--- src/common/scas_pkg.sv ---
// package: socket close / address resolution state codes, types and constants
package scas_pkg;

  localparam logic [7:0] SCAS_CODE_CLOSED = 8'h00;
  localparam logic [7:0] SCAS_CODE_TCP_INITIAL = 8'h13;
  localparam logic [7:0] SCAS_CODE_CONNECT_SENT = 8'h15;
  localparam logic [7:0] SCAS_CODE_FINAL_ACK_WAIT = 8'h1d;
  localparam logic [7:0] SCAS_CODE_DATAGRAM_OPEN = 8'h22;
  localparam logic [7:0] SCAS_CODE_RAW_IP_OPEN = 8'h32;
  localparam logic [7:0] SCAS_CODE_ADDR_RESOLVE = 8'h01;

  localparam logic [31:0] SCAS_DEST_IP_RESET = 32'h0000_0000;
  localparam logic [47:0] SCAS_HW_ADDR_RESET = 48'h0000_0000_0000;

  // socket mode selected when the socket was opened
  typedef enum logic [1:0] {
    SCAS_MODE_TCP = 2'h0,
    SCAS_MODE_UDP = 2'h1,
    SCAS_MODE_RAW = 2'h2
  } scas_mode_t;

  typedef enum logic [6:0] {
    STATE_CLOSED = 7'h01,
    STATE_TCP_INITIAL = 7'h02,
    STATE_CONNECT_SENT = 7'h04,
    STATE_FINAL_ACK_WAIT = 7'h08,
    STATE_DATAGRAM_OPEN = 7'h10,
    STATE_RAW_IP_OPEN = 7'h20,
    STATE_ADDR_RESOLVE = 7'h40
  } scas_state_t;

  // one-cycle host command strobes
  typedef struct packed {
    logic open;
    logic connect;
    logic send;
    logic close;
  } scas_cmd_t;

  // one-cycle link-side event strobes
  typedef struct packed {
    logic peer_fin;
    logic final_ack;
    logic ack_timeout;
    logic resolve_reply;
    logic resolve_timeout;
  } scas_evt_t;

endpackage : scas_pkg

--- src/hdl/scas_code_map.sv ---
// state to status-code mapping
`timescale 1ns/1ps
module scas_code_map (
  input wire scas_pkg::scas_state_t state_in,
  output logic [7:0] code_out
);
  always_comb begin
    case (state_in)
      scas_pkg::STATE_CLOSED: code_out = scas_pkg::SCAS_CODE_CLOSED;
      scas_pkg::STATE_TCP_INITIAL: code_out = scas_pkg::SCAS_CODE_TCP_INITIAL;
      scas_pkg::STATE_CONNECT_SENT: code_out = scas_pkg::SCAS_CODE_CONNECT_SENT;
      scas_pkg::STATE_FINAL_ACK_WAIT: code_out = scas_pkg::SCAS_CODE_FINAL_ACK_WAIT;
      scas_pkg::STATE_DATAGRAM_OPEN: code_out = scas_pkg::SCAS_CODE_DATAGRAM_OPEN;
      scas_pkg::STATE_RAW_IP_OPEN: code_out = scas_pkg::SCAS_CODE_RAW_IP_OPEN;
      scas_pkg::STATE_ADDR_RESOLVE: code_out = scas_pkg::SCAS_CODE_ADDR_RESOLVE;
      default: code_out = scas_pkg::SCAS_CODE_CLOSED;
    endcase
  end
endmodule : scas_code_map

--- src/hdl/scas_socket_fsm.sv ---
// socket status state machine: final-ack wait and address resolution
`timescale 1ns/1ps
// Notes on behaviour
// passive close waiting for ack of our fin reports code 0x1d
// ack timeout in final-ack wait sets timeout flag and closes socket
// resolution reports 0x01; entered on send in udp/raw or connect from tcp initial
// resolution reply stores hardware address, enters datagram, raw or connect-sent
// resolution timeout sets flag; udp/raw return to open state, tcp closes
// udp/raw resolve only when destination ip changed, else reuse stored address
// closed state reports code 0x00
// udp open state reports code 0x22
// raw-ip open state reports code 0x32
// connect-sent state reports code 0x15
// status code follows every state transition
module scas_socket_fsm #(
  parameter int IP_W = 32,
  parameter int HW_W = 48
) (
  input wire logic sys_clk_in,
  input wire logic resetn_in,
  input wire scas_pkg::scas_mode_t mode_in,
  input wire scas_pkg::scas_cmd_t cmd_in,
  input wire scas_pkg::scas_evt_t evt_in,
  input wire logic [IP_W-1:0] dest_ip_in,
  input wire logic [HW_W-1:0] reply_hw_addr_in,
  input wire logic timeout_clear_in,
  output logic [7:0] status_code_out,
  output logic timeout_flag_out,
  output logic resolve_req_out,
  output logic [HW_W-1:0] dest_hw_addr_out
);

  initial begin
    if (IP_W != 32 || HW_W != 48) begin
      $error("scas_socket_fsm: address widths must be 32 and 48");
    end
  end

  scas_pkg::scas_state_t state_q, state_d;
  scas_pkg::scas_mode_t mode_q;
  logic [IP_W-1:0] last_ip_q;
  logic ip_valid_q;
  logic [HW_W-1:0] hw_q;
  logic timeout_q;
  logic ip_changed;
  logic set_timeout;

  // an unseen address counts as changed so the first send always resolves
  assign ip_changed = !ip_valid_q || (dest_ip_in != last_ip_q);

  always_comb begin
    state_d = state_q;
    case (state_q)
      scas_pkg::STATE_CLOSED: begin
        if (cmd_in.open) begin
          case (mode_in)
            scas_pkg::SCAS_MODE_UDP: state_d = scas_pkg::STATE_DATAGRAM_OPEN;
            scas_pkg::SCAS_MODE_RAW: state_d = scas_pkg::STATE_RAW_IP_OPEN;
            default: state_d = scas_pkg::STATE_TCP_INITIAL;
          endcase
        end
      end
      scas_pkg::STATE_TCP_INITIAL: begin
        if (cmd_in.close) begin
          state_d = scas_pkg::STATE_CLOSED;
        end else if (cmd_in.connect) begin
          state_d = scas_pkg::STATE_ADDR_RESOLVE;
        end
      end
      scas_pkg::STATE_DATAGRAM_OPEN,
      scas_pkg::STATE_RAW_IP_OPEN: begin
        if (cmd_in.close) begin
          state_d = scas_pkg::STATE_CLOSED;
        end else if (cmd_in.send && ip_changed) begin
          state_d = scas_pkg::STATE_ADDR_RESOLVE;
        end
      end
      scas_pkg::STATE_CONNECT_SENT: begin
        // the synack path is outside this block; close and fin drive it here
        if (cmd_in.close) begin
          state_d = scas_pkg::STATE_CLOSED;
        end else if (evt_in.peer_fin) begin
          state_d = scas_pkg::STATE_FINAL_ACK_WAIT;
        end
      end
      scas_pkg::STATE_FINAL_ACK_WAIT: begin
        if (cmd_in.close || evt_in.final_ack || evt_in.ack_timeout) begin
          state_d = scas_pkg::STATE_CLOSED;
        end
      end
      scas_pkg::STATE_ADDR_RESOLVE: begin
        if (cmd_in.close) begin
          state_d = scas_pkg::STATE_CLOSED;
        end else if (evt_in.resolve_reply) begin
          case (mode_q)
            scas_pkg::SCAS_MODE_UDP: state_d = scas_pkg::STATE_DATAGRAM_OPEN;
            scas_pkg::SCAS_MODE_RAW: state_d = scas_pkg::STATE_RAW_IP_OPEN;
            default: state_d = scas_pkg::STATE_CONNECT_SENT;
          endcase
        end else if (evt_in.resolve_timeout) begin
          case (mode_q)
            scas_pkg::SCAS_MODE_UDP: state_d = scas_pkg::STATE_DATAGRAM_OPEN;
            scas_pkg::SCAS_MODE_RAW: state_d = scas_pkg::STATE_RAW_IP_OPEN;
            default: state_d = scas_pkg::STATE_CLOSED;
          endcase
        end
      end
      default: state_d = scas_pkg::STATE_CLOSED;
    endcase
  end

  always_ff @(posedge sys_clk_in or negedge resetn_in) begin
    if (!resetn_in) begin
      state_q <= scas_pkg::STATE_CLOSED;
    end else begin
      state_q <= state_d;
    end
  end

  // mode is latched on open so a later change of mode_in cannot misroute resolution
  always_ff @(posedge sys_clk_in or negedge resetn_in) begin
    if (!resetn_in) begin
      mode_q <= scas_pkg::SCAS_MODE_TCP;
    end else if (state_q == scas_pkg::STATE_CLOSED && cmd_in.open) begin
      mode_q <= mode_in;
    end
  end

  // destination ip seen at the last resolution start
  always_ff @(posedge sys_clk_in or negedge resetn_in) begin
    if (!resetn_in) begin
      last_ip_q <= scas_pkg::SCAS_DEST_IP_RESET;
      ip_valid_q <= 1'b0;
    end else if (state_d == scas_pkg::STATE_ADDR_RESOLVE &&
                 state_q != scas_pkg::STATE_ADDR_RESOLVE) begin
      last_ip_q <= dest_ip_in;
      ip_valid_q <= 1'b1;
    end else if (state_q == scas_pkg::STATE_ADDR_RESOLVE && evt_in.resolve_timeout) begin
      ip_valid_q <= 1'b0; // failed lookup must retry next send
    end
  end

  always_ff @(posedge sys_clk_in or negedge resetn_in) begin
    if (!resetn_in) begin
      hw_q <= scas_pkg::SCAS_HW_ADDR_RESET;
    end else if (state_q == scas_pkg::STATE_ADDR_RESOLVE && !cmd_in.close &&
                 evt_in.resolve_reply) begin
      hw_q <= reply_hw_addr_in;
    end
  end

  assign set_timeout = (state_q == scas_pkg::STATE_FINAL_ACK_WAIT && !cmd_in.close &&
                        !evt_in.final_ack && evt_in.ack_timeout) ||
                       (state_q == scas_pkg::STATE_ADDR_RESOLVE && !cmd_in.close &&
                        !evt_in.resolve_reply && evt_in.resolve_timeout);

  // set wins over a clear in the same cycle
  always_ff @(posedge sys_clk_in or negedge resetn_in) begin
    if (!resetn_in) begin
      timeout_q <= 1'b0;
    end else if (set_timeout) begin
      timeout_q <= 1'b1;
    end else if (timeout_clear_in) begin
      timeout_q <= 1'b0;
    end
  end

  scas_code_map u_code_map (
    .state_in(state_q),
    .code_out(status_code_out)
  );

  assign timeout_flag_out = timeout_q;
  assign resolve_req_out = (state_q == scas_pkg::STATE_ADDR_RESOLVE);
  assign dest_hw_addr_out = hw_q;

  final_ack_code_a: assert property (@(posedge sys_clk_in) disable iff (!resetn_in)
    state_q == scas_pkg::STATE_FINAL_ACK_WAIT |-> status_code_out == 8'h1d)
    else $error("final-ack wait code wrong");

  ack_timeout_close_a: assert property (@(posedge sys_clk_in) disable iff (!resetn_in)
    state_q == scas_pkg::STATE_FINAL_ACK_WAIT && evt_in.ack_timeout && !cmd_in.close
    |=> state_q == scas_pkg::STATE_CLOSED && timeout_flag_out)
    else $error("ack timeout did not close with flag");

  resolve_entry_a: assert property (@(posedge sys_clk_in) disable iff (!resetn_in)
    state_q == scas_pkg::STATE_TCP_INITIAL && cmd_in.connect && !cmd_in.close
    |=> status_code_out == 8'h01 && resolve_req_out)
    else $error("connect did not start resolution");

  resolve_reply_a: assert property (@(posedge sys_clk_in) disable iff (!resetn_in)
    state_q == scas_pkg::STATE_ADDR_RESOLVE && evt_in.resolve_reply && !cmd_in.close
    |=> dest_hw_addr_out == $past(reply_hw_addr_in) &&
        state_q != scas_pkg::STATE_ADDR_RESOLVE && state_q != scas_pkg::STATE_CLOSED)
    else $error("resolution reply not taken");

  tcp_resolve_fail_a: assert property (@(posedge sys_clk_in) disable iff (!resetn_in)
    state_q == scas_pkg::STATE_ADDR_RESOLVE && mode_q == scas_pkg::SCAS_MODE_TCP &&
    evt_in.resolve_timeout && !evt_in.resolve_reply && !cmd_in.close
    |=> status_code_out == 8'h00 && timeout_flag_out)
    else $error("tcp resolution timeout not closed");

  same_ip_skip_a: assert property (@(posedge sys_clk_in) disable iff (!resetn_in)
    state_q == scas_pkg::STATE_DATAGRAM_OPEN && cmd_in.send && !cmd_in.close &&
    ip_valid_q && dest_ip_in == last_ip_q |=> status_code_out == 8'h22)
    else $error("resolution ran for unchanged ip");

  raw_open_code_a: assert property (@(posedge sys_clk_in) disable iff (!resetn_in)
    state_q == scas_pkg::STATE_CLOSED && cmd_in.open && mode_in == scas_pkg::SCAS_MODE_RAW
    |=> status_code_out == 8'h32 ##0 $past(status_code_out) == 8'h00)
    else $error("raw open code wrong");

  connect_sent_code_a: assert property (@(posedge sys_clk_in) disable iff (!resetn_in)
    state_q == scas_pkg::STATE_CONNECT_SENT |-> status_code_out == 8'h15)
    else $error("connect-sent code wrong");

  udp_open_code_a: assert property (@(posedge sys_clk_in) disable iff (!resetn_in)
    state_q == scas_pkg::STATE_DATAGRAM_OPEN |-> status_code_out == 8'h22)
    else $error("datagram open code wrong");

  dgram_resolve_fail_a: assert property (@(posedge sys_clk_in) disable iff (!resetn_in)
    state_q == scas_pkg::STATE_ADDR_RESOLVE && mode_q == scas_pkg::SCAS_MODE_UDP &&
    evt_in.resolve_timeout && !evt_in.resolve_reply && !cmd_in.close
    |=> status_code_out == 8'h22 && timeout_flag_out)
    else $error("udp resolution timeout did not return to open");

  code_tracks_state_a: assert property (@(posedge sys_clk_in) disable iff (!resetn_in)
    $changed(state_q) |-> $changed(status_code_out))
    else $error("status code did not follow state");

endmodule : scas_socket_fsm

--- config.mk ---
export PLATFORM = sky130hd
export DESIGN_NAME = scas_socket_fsm
export DESIGN_NICKNAME = d
export VERILOG_FILES = /design/src/common/scas_pkg.sv /design/src/hdl/scas_code_map.sv /design/src/hdl/scas_socket_fsm.sv
export SDC_FILE = /design/constraint.sdc
export NUM_CORES = 1
export LEC_CHECK = 0
export BUFFER_PORTS_ARGS = -buffer_cell sky130_fd_sc_hd__buf_4
export CORE_AREA = 3 3 95 97
export DETAILED_ROUTE_END_ITERATION = 8
export DIE_AREA = 0 0 98 100
export HOLD_SLACK_MARGIN = 0.05
export PLACE_DENSITY = 0.84
export SYNTH_ARGS = -nofsm -noshare
export SYNTH_HDL_FRONTEND = slang
export SYNTH_SLANG_ARGS = --single-unit
export TNS_END_PERCENT = 20
--- constraint.sdc ---
create_clock -name sys_clk_in -period 3.7 [get_ports sys_clk_in]
set_input_delay 0.925 -clock sys_clk_in [delete_from_list [all_inputs] [get_ports sys_clk_in]]
set_output_delay 0.925 -clock sys_clk_in [all_outputs]
set_load 0.02 [all_outputs]
; Word-level counts from Yosys, hierarchy flattened
; Index checks and enable logic that the tools add are counted.
[classes]
n_bitwise = 0
eq_ne = 14
div = 0
add_sub_neg = 0
muxes = 20
shift = 0
reduce_logical = 22
mul = 0
order_cmp = 0
[op_table]
columns = operator, count
row1 = $mux 7, 11
row2 = $pmux 7 s6, 1
row3 = $pmux 6 s2, 3
row4 = $pmux 6 s6, 1
row5 = $ne 32x32->1, 1
row6 = $eq 7x7->1 const B, 2
row7 = $logic_and 1x1->1, 11
row8 = $eq 7x1->1 const B, 1
row9 = $eq 7x2->1 const B, 1
row10 = $eq 7x3->1 const B, 1
row11 = $eq 7x4->1 const B, 1
row12 = $eq 7x5->1 const B, 1
row13 = $eq 7x6->1 const B, 1
row14 = $ne 7x7->1 const B, 1
row15 = $eq 2x1->1 const B, 2
row16 = $eq 2x2->1 const B, 2
row17 = $logic_not 1->1, 4
row18 = $logic_or 1x1->1, 4
row19 = $mux 1, 4
row20 = $reduce_bool 2->1, 2
row21 = $reduce_or 2->1, 1
[word_totals]
latch_bits = 0
rom_bits = 0
in_bits = 94
mem_bits_rw = 0
word_cells = 62
memories = 0
reg_bits = 91

; Logic depth before layout (Yosys ltp)
; Gate-level depths: netlist of the first run.
[logic_depth]
ltp_word = 9
depth_mapped = 8
ltp_nobuf = 6

; Cells and area by module
; Synthesis of the first run repeated with hierarchy kept, for this count alone.
[unflattened]
cells_unflattened = 344
area_unflattened_um2 = 4493.1
[modules_own_cells]
columns = module, cells_each, instances, seq_area_each_um2, area_each_um2
row1 = scas_socket_fsm, 318, 1, 2278.4, 4301.6
row2 = scas_code_map, 26, 1, 0.0, 191.4

; Worst setup path after synthesis of the first run
; OpenSTA, ideal clock, no wires.
[synth_path]
path_kind = reg-to-output
from = reg state_q[6]
to = out status_code_out[2]
stages_incl_launch_ff = 6
arrival_time_ns = 2.056
t_required_ns = 2.775
path_slack_ns = 0.719
path_cell_list = dfrtp_1 buf_2 or3_1 nor4_1 inv_1 nand2_1
[synth_between]
elab_chain_cells = 2
elab_cells_between_ends = 7
classes_between = eq/ne: 6 / mux: 1
[synth_rtl]
columns = item, line
row1 = from (decl), scas_socket_fsm.sv:39  ; scas_pkg::scas_state_t state_q, state_d;
row2 = from (signal assigned), scas_socket_fsm.sv:114  ; state_q <= scas_pkg::STATE_CLOSED;
row3 = from (signal assigned), scas_socket_fsm.sv:116  ; state_q <= state_d;
row4 = "$eq 7x7->1, or another cell as far along", scas_code_map.sv:8  ; case (state_in)
row5 = $pmux 6 s6 (*), scas_code_map.sv:8
row6 = to (decl), scas_socket_fsm.sv:27  ; output logic [7:0] status_code_out,
; Every way passes the cells marked *; elsewhere a longest branch is shown, timed or not.

; Worst setup path in the final report of the first run
[layout_path]
from = reg state_q[2]
to = reg last_ip_q[2]
[layout_between]
elab_chain_cells = 6
elab_cells_between_ends = 23
classes_between = eq/ne: 9 / mux: 12 / reduce/logical: 2
[layout_rtl]
columns = item, line
row1 = $mux 7, scas_socket_fsm.sv:100  ; end else if (evt_in.resolve_timeout) begin
row2 = $mux 7, scas_socket_fsm.sv:94  ; end else if (evt_in.resolve_reply) begin
row3 = $mux 7, scas_socket_fsm.sv:92  ; if (cmd_in.close) begin
row4 = $pmux 7 s6, scas_socket_fsm.sv:53  ; case (state_q)
row5 = $eq 7x7->1, scas_socket_fsm.sv:134  ; end else if (state_d == scas_pkg::STATE_ADDR_RESOLVE &&
row6 = $logic_and 1x1->1 (*), scas_socket_fsm.sv:134
row7 = to (signal assigned), scas_socket_fsm.sv:132  ; last_ip_q <= scas_pkg::SCAS_DEST_IP_RESET;
row8 = to (signal assigned), scas_socket_fsm.sv:136  ; last_ip_q <= dest_ip_in;
row9 = to (decl), scas_socket_fsm.sv:41  ; logic [IP_W-1:0] last_ip_q;
; Marked as above.
; A chain may end at the register's enable or synchronous reset.

==> metrics, run 1 <==
Routed WL between 9 and 10 mm; antenna violations before repair 0; Max rail drop VDD 0.3287 mV; Synth Warn # 0; number of H-tree levels 3; total number of vias 3146; Core ar. 8217 sq um; height of the die about 100 um; CTS Root Buffer Type clkbuf_8; critical path data arrival time 3470 ps; CTS Buf Count 9; Mapped Avg Cell Area 13.01 sq um; Vias/cell 5.287; Slew HR 0.2113; Worst Setup SP state_q[2]$_DFF_PN0_; unique cell type count in the Yosys netlist 51; most common cell after layout, fill and taps aside buf_4; Final #Nets just under 600; worst setup margin 462.0 ps; Critical Path RT 3930 ps; DP Wirelength roughly 7.5 mm; Pwr per Cell Area 570.3 nW/um^2; Max clock buf depth 2; Worst-path clk slew 90 ps; CTS Sinks 91; Cells after Synth 340; leak pwr 2.981 nW; CTS tree yes; WL per Instance 16.74 um; cell taking the most area after synthesis dfrtp_1; Post-CTS Setup Inserts 0; post-synthesis sequential area ratio 0.5151; Top FF cell, synth dfrtp_1; Post-synth EDFFs 0; ys async rst share 1.000; pre-CTS WS about 450 ps; min-delay src timeout_flag_out$_DFFE_PN0P_; io pins around 150; drt pass-1 iters 4; Hold Violations, Final 0; Setup Crit Path Kind reg -> reg; total power 3.296 mW; placed inst area 5578 sq um; worst r2r src state_q[2]$_DFF_PN0_; ANT cells 0; most frequent cells in the layout 150 x buf_4, 90 x dfrtp_1, 33 x mux2_2; Total GRT Usage 0.2052; final setup violation count 0; Chip Width 98 um; First DRT Iteration DRCs 100; Tmin final 3238 ps; worst-path fanout max 34; pin count of the biggest net entering global routing 92; Post-Syn Area 4423 sq um; final period utilization 0.8751; Setup Skew roughly 13 ps; final slew viol count 0; Least-Margin Pin Slew ~1200 ps; RSZ-0062 raised after global routing no; Design Area, Final approximately 5800 sq um; filler instances 606; Yosys top cell area share 0.5092; CP startpoint kind flip-flop; PostCTS Resize Cnt 0; flops & latches, synth 91; DIE AREA 9800 sq um; Layout Area Growth over Synthesis 30.66%; share of cells above drive strength 1 0.4837; crit path capture type flip-flop; first-pass GRT wire length between 15 and 20 mm; IO buf count roughly 150; Residual DRC 0; global route overflow 0; fmax 308.8 MHz; max-cap violations 0; hold crit path type reg -> reg; DRT antenna net count 0; Worst-Skew Late Latency 350 ps; Final Util 0.7034; ranking of synthesized cells by area dfrtp_1 51%, mux2_4 10%, mux2_2 8.4%; status completed; number of global-route vias before repair 3343; final setup TNS 0 ps; initial core utilization 0.5383; # hold bufs at CTS 0; GP Congestion 0.8616; cell row count 33
[power breakdown]
part	internal, mW	total [mW]	switching (mW)
clock	0.334	0.683	0.349
sequential	1.30	1.51	0.216
combinational	0.621	1.10	0.477
[worst paths after layout]
check / cells after the start / slack (ps) / endpoint
max in group asynchronous: 2 / 2710 / state_q[0]$_DFF_PN1_
min in group asynchronous: 2 / 620 / dest_hw_addr_out[17]$_DFFE_PN0P_
hold / removal: 2 / 500 / timeout_flag_out$_DFFE_PN0P_
setup / recovery: 6 / 460 / last_ip_q[2]$_DFFE_PN0P_
hold reg to reg: 2 / 500 / timeout_flag_out$_DFFE_PN0P_
setup reg to reg: 6 / 460 / last_ip_q[2]$_DFFE_PN0P_
[metrics by stage]
| step | hold WS (ps) | cells |
|---|---|---|
| 6_report | 496.7 | 595 |
| 5_1_grt | 527.0 | 595 |
| 4_1_cts | 498.6 | 595 |
| 3_5_place_dp | 475.1 | 579 |
| 3_3_place_gp | 469.3 | 579 |
| 2_1_floorplan | 449.5 | 341 |
[cells by family (layout without fill, tap and decap cells)]
family	Yosys count	in the layout	share of synthesized area
multiplexers	82	82	0.2337
buffers and inverters	32	181	0.04215
AO/OA/AOI/OAI	28	28	0.04583
flip-flops	91	91	0.5151
adder cells (fa/ha/maj)	4	4	0.01132
other	1	2	0.0008478
XOR/XNOR	32	32	0.06336
AND/OR/NAND/NOR	70	70	0.08769
[layout make-up]
cell class	count	area, sq um	share of cell area
multi-input cells	218	1969	0.3408
inverters	14	52.55	0.009093
repair buffers	151	1146	0.1983
well taps	105	131.4	0.02273
flip-flops and latches	91	2278	0.3942
clock buffers	11	141.4	0.02446
clock inverters	5	60.06	0.01039
[cell usage after synthesis (2+ instances only)]
| cell type | count |
|---|---|
| buf_2 | 5 |
| mux2_2 | 33 |
| xnor2_1 | 10 |
| or4_1 | 2 |
| buf_4 | 2 |
| nor3_1 | 5 |
| inv_1 | 14 |
| nand2_1 | 13 |
| xor2_1 | 22 |
| a22oi_1 | 2 |
| o211ai_1 | 3 |
| a21oi_1 | 3 |
| mux2_1 | 17 |
| buf_6 | 7 |
| clkbuf_1 | 4 |
| ha_1 | 4 |
| nand3_1 | 3 |
| nor2_1 | 15 |
| nand2b_1 | 7 |
| a2bb2oi_1 | 2 |
| o21ai_0 | 6 |
| mux2_4 | 30 |
| dfrtp_1 | 90 |
| nand4_1 | 3 |
| mux2i_1 | 2 |
| nor4_1 | 9 |
| or3_1 | 3 |
[critical path, stage by stage (launching register included)]
cell and delay [ps]:
dfrtp_1 490, or4_4 570, or3_4 410, nor2_1 150, nand2_1 130, o21ai_4 930
mux2_2 430
[registers in the layout (all words and copies together) (netlist names)]
signal            flops
timeout_flag_out      1
ip_valid_q            1
mode_q                2
dest_hw_addr_out     48
state_q               7
last_ip_q            32
[per-layer routing]
metal  vias up  routed length [um]  track usage  share of wire
met5         -                   0            0              0
met4         0                  93      0.06283         0.0093
met3         8                 966      0.07644          0.097
met2       143                4984       0.3466           0.50
met1      1527                3915       0.2457           0.39
li1       1468                   -            -              -
Note: power is estimated with default switching activity, not from simulation.
==> run 2, diff against run 1 <==
- ABC_AREA: default -> 1
- PLACE_DENSITY: 0.84 -> 0.85
==> run 2 against run 1 <==
- wire length up 7.6%
- largest cell class unchanged
- worst setup slack improved by 470 ps
- non-clock buffer count grew 1
- critical endpoint is now status_code_out[0]
- largest power group unchanged
- design area up 2.3%
==> metrics, run 2 <==
busiest layer in global routing met2; Commonest cells post-synth 139 x nand2_1, 90 x dfrtp_1, 57 x inv_1; Synth Warn # 0; Max clock buf depth 2; post-synthesis sequential area ratio 0.5015; M3 GR Usage 0.09451; unique cell type count in the Yosys netlist 36; Placed Instances 728; WL per Instance 14.40 um; final slew viol count 0; Least-Margin Pin Slew 1115 ps; RSZ-0062 raised after global routing no; Cells after Synth ~490; Tmin final 2771 ps; ys async rst share 1.000; IO buf count 149; DRT antenna net count 0; slowest stage delay, CP 420 ps; worst setup margin roughly 930 ps; pre-CTS WS just over 900 ps; First DRT Iteration DRCs 184; Layout Area Growth over Synthesis 30.10%; critical path data arrival time 1850 ps; Gate power share 0.388; clock share of power 0.182; Total GRT Usage 0.2225; Worst-path clk slew approximately 90 ps; Max rail drop VDD 0.4146 mV; M2 GR Usage 0.3686; most frequent cells in the layout 152 x buf_4, 139 x nand2_1, 90 x dfrtp_1; final setup violation count 0; share of cells above drive strength 1 0.3678; Yosys top cell area share 0.4957; Top FF cell, synth dfrtp_1; cell taking the most area after synthesis dfrtp_1; hold_ws 479.5 ps; DIE AREA 9800 sq um; CP max stage cell dfrtp_1; Hold Violations, Final 0; total number of vias 3757; GRT met1 Usage 0.2671; Top Family by Delay on Critical Path simple AND/OR/NAND/NOR gates; PostCTS Resize Cnt 0; flops & latches, synth 91; Routed WL 10.72 mm; crit path capture type primary output; first-pass GRT wire length ~18 mm; sw frac 0.3703; io pins 152; Final #Nets 732; hold crit path type reg -> reg; final instance count without filler cells 744; ranking of synthesized cells by area dfrtp_1 50%, nand2_1 11%, mux2_2 6.9%; ANT cells 0; Largest register FFs 48; leak pwr 3.353 nW; CP startpoint kind flip-flop; Pint 2.350 mW; Worst-Skew Late Latency 350 ps; CTS tree yes; Setup Crit Path Kind reg -> out; Mapped Avg Cell Area 9.348 sq um; global route overflow 0; height of the die 100 um; cell row count 33; DP Wirelength 8.071 mm; CTS Buf Count 9; max-cap violations 0; status completed; final setup TNS 0 ps; most common cell after layout, fill and taps aside buf_4; Critical Path RT approximately 2800 ps; GP Congestion 0.9001; Chip Width 98 um; Post-CTS Setup Inserts 0; # hold bufs at CTS 0; P_sw around 1.4 mW; Post-synth EDFFs 0; Slew HR 0.2570; pin count of the biggest net entering global routing 92; fmax 360.9 MHz; Setup Skew 15.06 ps; Residual DRC 0; Pwr per Cell Area 631.2 nW/um^2; Vias/cell a little over 5; initial core utilization 0.5529; CTS Sinks 91; CP cell instances inv_2 > nand2_2 > nor2_2 > nand4_1 > inv_1 > nor2_1 > nand2_1 > buf_4; drt pass-1 iters 4; CTS Root Buffer Type clkbuf_8; antenna violations before repair 0; Seq pwr share 0.430; worst-path fanout max 6; WP buf/inv 3; final period utilization 0.7489; Post-Syn Area 4543 sq um; count leader, synth nand2_1; Core ar. 8217 sq um; number of global-route vias before repair 3830; number of H-tree levels 3; Final Util 0.7194
## run 2: changes by cell type after synthesis, moves of 5 or more
cell      previous run  this run
nand4_1              3        10
mux2_4              30        20
nand2_1             13       139
nand3_1              3        47
mux2_1              17         0
mux2_2              33        28
nor2_1              15        23
inv_1               14        57
nor4_1               9         0
nand2b_1             7         0
nand2_2              1         6
xor2_1              22         1
## run 2: cell type report
class	instances	area [sq um]
Clock inverter	6	71.32
Timing Repair Buffer	152	1141
Fill cell	598	2306
Clock buffer	10	127.6
Sequential cell	91	2278
Tap cell	105	131.4
Multi-Input combinational cell	320	1934
Inverter	60	226.5
## run 2: cell families (layout without fill, tap and decap cells)
group           Yosys count  in the layout  synth area share
mux                      48             48            0.1355
simple gates            238            238            0.2302
compound gates           16             16           0.02424
xor+xnor                 12             12           0.02313
other cells               1              2         0.0008254
flops                    91             91            0.5015
buf+inv                  76            228           0.07353
fa+ha+maj                 4              4           0.01102
## run 2: metrics by stage
| stage | total power [mW] | cell area, sq um |
|---|---|---|
| finish | 3.731 | 5911 |
| global route | 4.003 | 5911 |
| CTS | 3.764 | 5911 |
| detailed placement | 3.078 | 5712 |
| global placement | 3.005 | 5712 |
| floorplan | 2.519 | 4547 |
## run 2: power groups by stage
stage	logic [mW]	clock network, mW	registers [mW]
final	1.45	0.680	1.60
after global routing	1.61	0.744	1.65
after CTS	1.46	0.697	1.60
after detailed placement	1.46	0	1.62
after global placement	1.41	0	1.60
after floorplan	0.775	0	1.74
## run 2: worst reg2reg max path: cells and delay by family (launching register included)
family,cells,cell delay (ps)
DFF,1,600
buffers and inverters,1,760
and+or+nand+nor,6,1180
## run 2: path summary, 6_finish.rpt
| path | cells past startpoint | from | slack, ps | to |
|---|---|---|---|---|
| min | 2 | last_ip_q[11]$_DFFE_PN0P_ | 480 | last_ip_q[11]$_DFFE_PN0P_ |
| max | 8 | state_q[4]$_DFF_PN0_ | 930 | status_code_out[0] |
| min reg2reg | 2 | last_ip_q[11]$_DFFE_PN0P_ | 480 | last_ip_q[11]$_DFFE_PN0P_ |
| min in group asynchronous | 1 | resetn_in | 750 | state_q[2]$_DFF_PN0_ |
| max in group asynchronous | 1 | resetn_in | 2200 | state_q[5]$_DFF_PN0_ |
| max reg2reg | 7 | state_q[0]$_DFF_PN1_ | 1040 | last_ip_q[19]$_DFFE_PN0P_ |
## run 2: metal layers
layer	up-vias	share of wire
met5	-	0
met4	0	0.0098
met3	8	0.10
met2	135	0.49
met1	1779	0.39
li1	1835	-
==> run 3, diff against run 2 <==
- CORE_AREA: 3 3 95 97 -> 3 3 104 106
- DIE_AREA: 0 0 98 100 -> 0 0 107 109
- PLACE_DENSITY: 0.85 -> 0.75
- clock period: 3.7 -> 2.5 ns (I/O delays scaled with it)
==> run 3 against run 2 <==
- wire length about the same
- critical endpoint is now status_code_out[4]
- cell count increased by 5.0%
- clock power increased by 34%
- via count decreased by 0.61%
- count of clock-buffer cells in the layout unchanged
- die area increased by 19%
- hold slack got worse by 240 ps
- sequential power increased by 48%
- critical path type unchanged
- sequential share of layout area decreased by 0.78 points
- worst setup slack got worse by 830 ps
- register-to-register slack got worse by 520 ps
==> metrics, run 3 (synthesized netlist as in run 2, its figures left out) <==
ANT cells 0; antenna violations before repair 0; final instance count without filler cells between 700 and 800; Layout Area Growth over Synthesis 32.77%; fmax around 420 MHz; pin count of the biggest net entering global routing 49; worst-path fanout max 4; RSZ-0062 raised after global routing no; Least-Margin Pin Slew 557.7 ps; WL per Instance approximately 14 um; hold crit path type in -> async; final slew viol count 0; most frequent cells in the layout 158 x buf_4, 139 x nand2_1, 90 x dfrtp_1; critical path data arrival time 1770 ps; Worst-path clk slew 90 ps; DIE AREA 11660 sq um; Tmin final 2399 ps; height of the die 109 um; Max clock buf depth 2; Vias/cell 4.781; Total GRT Usage 0.1891; drt pass-1 iters 5; Core ar. 9864 sq um; CTS Root Buffer Type clkbuf_8; Final Util 0.6115; Largest register FFs 48; cell row count 36; max-cap violations 0; Placed Instances 760; most common cell after layout, fill and taps aside buf_4; First DRT Iteration DRCs 184; share of cells above drive strength 1 0.3765; Max rail drop VDD approximately 0.45 mV; Gate power share 0.398; initial core utilization 0.4606; crit path capture type primary output; Worst Setup SP state_q[5]$_DFF_PN0_; CTS tree yes; Routed WL 10.72 mm; Seq pwr share 0.435; total number of vias 3734; CTS Sinks 91; Slew HR 0.6251; DRT antenna net count 0; leak pwr between 3 and 4 nW; worst r2r src state_q[2]$_DFF_PN0_; DP Wirelength 8.038 mm; sw frac 0.3756; Worst-Skew Late Latency 350 ps; hold_ws about 240 ps; CP startpoint kind flip-flop; # hold bufs at CTS 0; Worst R2R Setup Slack 520 ps; IO buf count 149; final setup TNS 0 ps; final setup violation count 0; Chip Width 107 um; io pins 152; total power 5.449 mW; clock share of power 0.167; Hold Violations, Final 0; reg2reg path depth 8; Setup Crit Path Kind reg -> out; CTS Buf Count 9; number of H-tree levels 3; Setup Skew 11.93 ps; final period utilization 0.9597; GP Congestion 0.9040; Critical Path RT 1880 ps; number of global-route vias before repair 3794; P_sw 2.047 mW; Pint about 3.4 mW; first-pass GRT wire length 17.64 mm; Final #Nets between 700 and 800; Residual DRC 0; global route overflow 0; Pwr per Cell Area approximately 900 nW/um^2; R2R Path End dest_hw_addr_out[18]$_DFFE_PN0P_; status completed
run 3: timing repair:
item | CTS | global route
endpoints found under the setup margin | 0 | 2
setup buffers | 0 | 5
resized for setup | 0 | 1
run 3: power groups by stage:
stage | Sequential [mW] | Clock (mW) | Combinational [mW]
after floorplan | 2.58 | 0 | 1.15
after global placement | 2.37 | 0 | 2.11
after detailed placement | 2.39 | 0 | 2.18
after CTS | 2.37 | 0.944 | 2.19
after global routing | 2.44 | 1.01 | 2.41
final | 2.37 | 0.909 | 2.17
run 3: per-layer routing:
metal / global-route usage / wire [um] / up-vias
li1: - / - / 1856
met1: 0.2357 / 4419 / 1739
met2: 0.3206 / 5297 / 132
met3: 0.05743 / 903 / 7
met4: 0.05297 / 93 / 0
met5: 0 / 0 / -
run 3: through the flow:
step	cell area (sq um)	setup slack [ps]
2_1_floorplan	4547	555.9
3_5_place_dp	5814	240.8
4_1_cts	5989	80.22
6_report	6032	100.8
3_3_place_gp	5814	341.1
5_1_grt	6032	10.50
run 3: worst max-delay path by stage:
stage	endpoint	slack [ps]	cells after the start
2_1_floorplan	status_code_out[0]	560	7
3_3_place_gp	last_ip_q[26]$_DFFE_PN0P_	340	15
3_5_place_dp	last_ip_q[13]$_DFFE_PN0P_	240	15
4_1_cts	status_code_out[0]	80	8
5_1_grt	status_code_out[4]	10	8
6_report	status_code_out[4]	100	8
run 3: critical path, stage by stage (launching register included):
cell and delay (ps):
dfrtp_1 430, inv_2 90, nand2_2 90, nor2_4 130, nand4_1 200, nand2_1 140, inv_1 70, o211ai_1 100
buf_4 180
run 3: final cells by class:
type | instances | area (sq um)
fillers | 828 | 3832
flip-flops and latches | 91 | 2278
multi-input cells | 320 | 1939
repair buffers | 161 | 1246
inverters | 60 | 226.5
well taps | 133 | 166.4
clock buffers | 10 | 127.6
clock inverters | 6 | 47.55
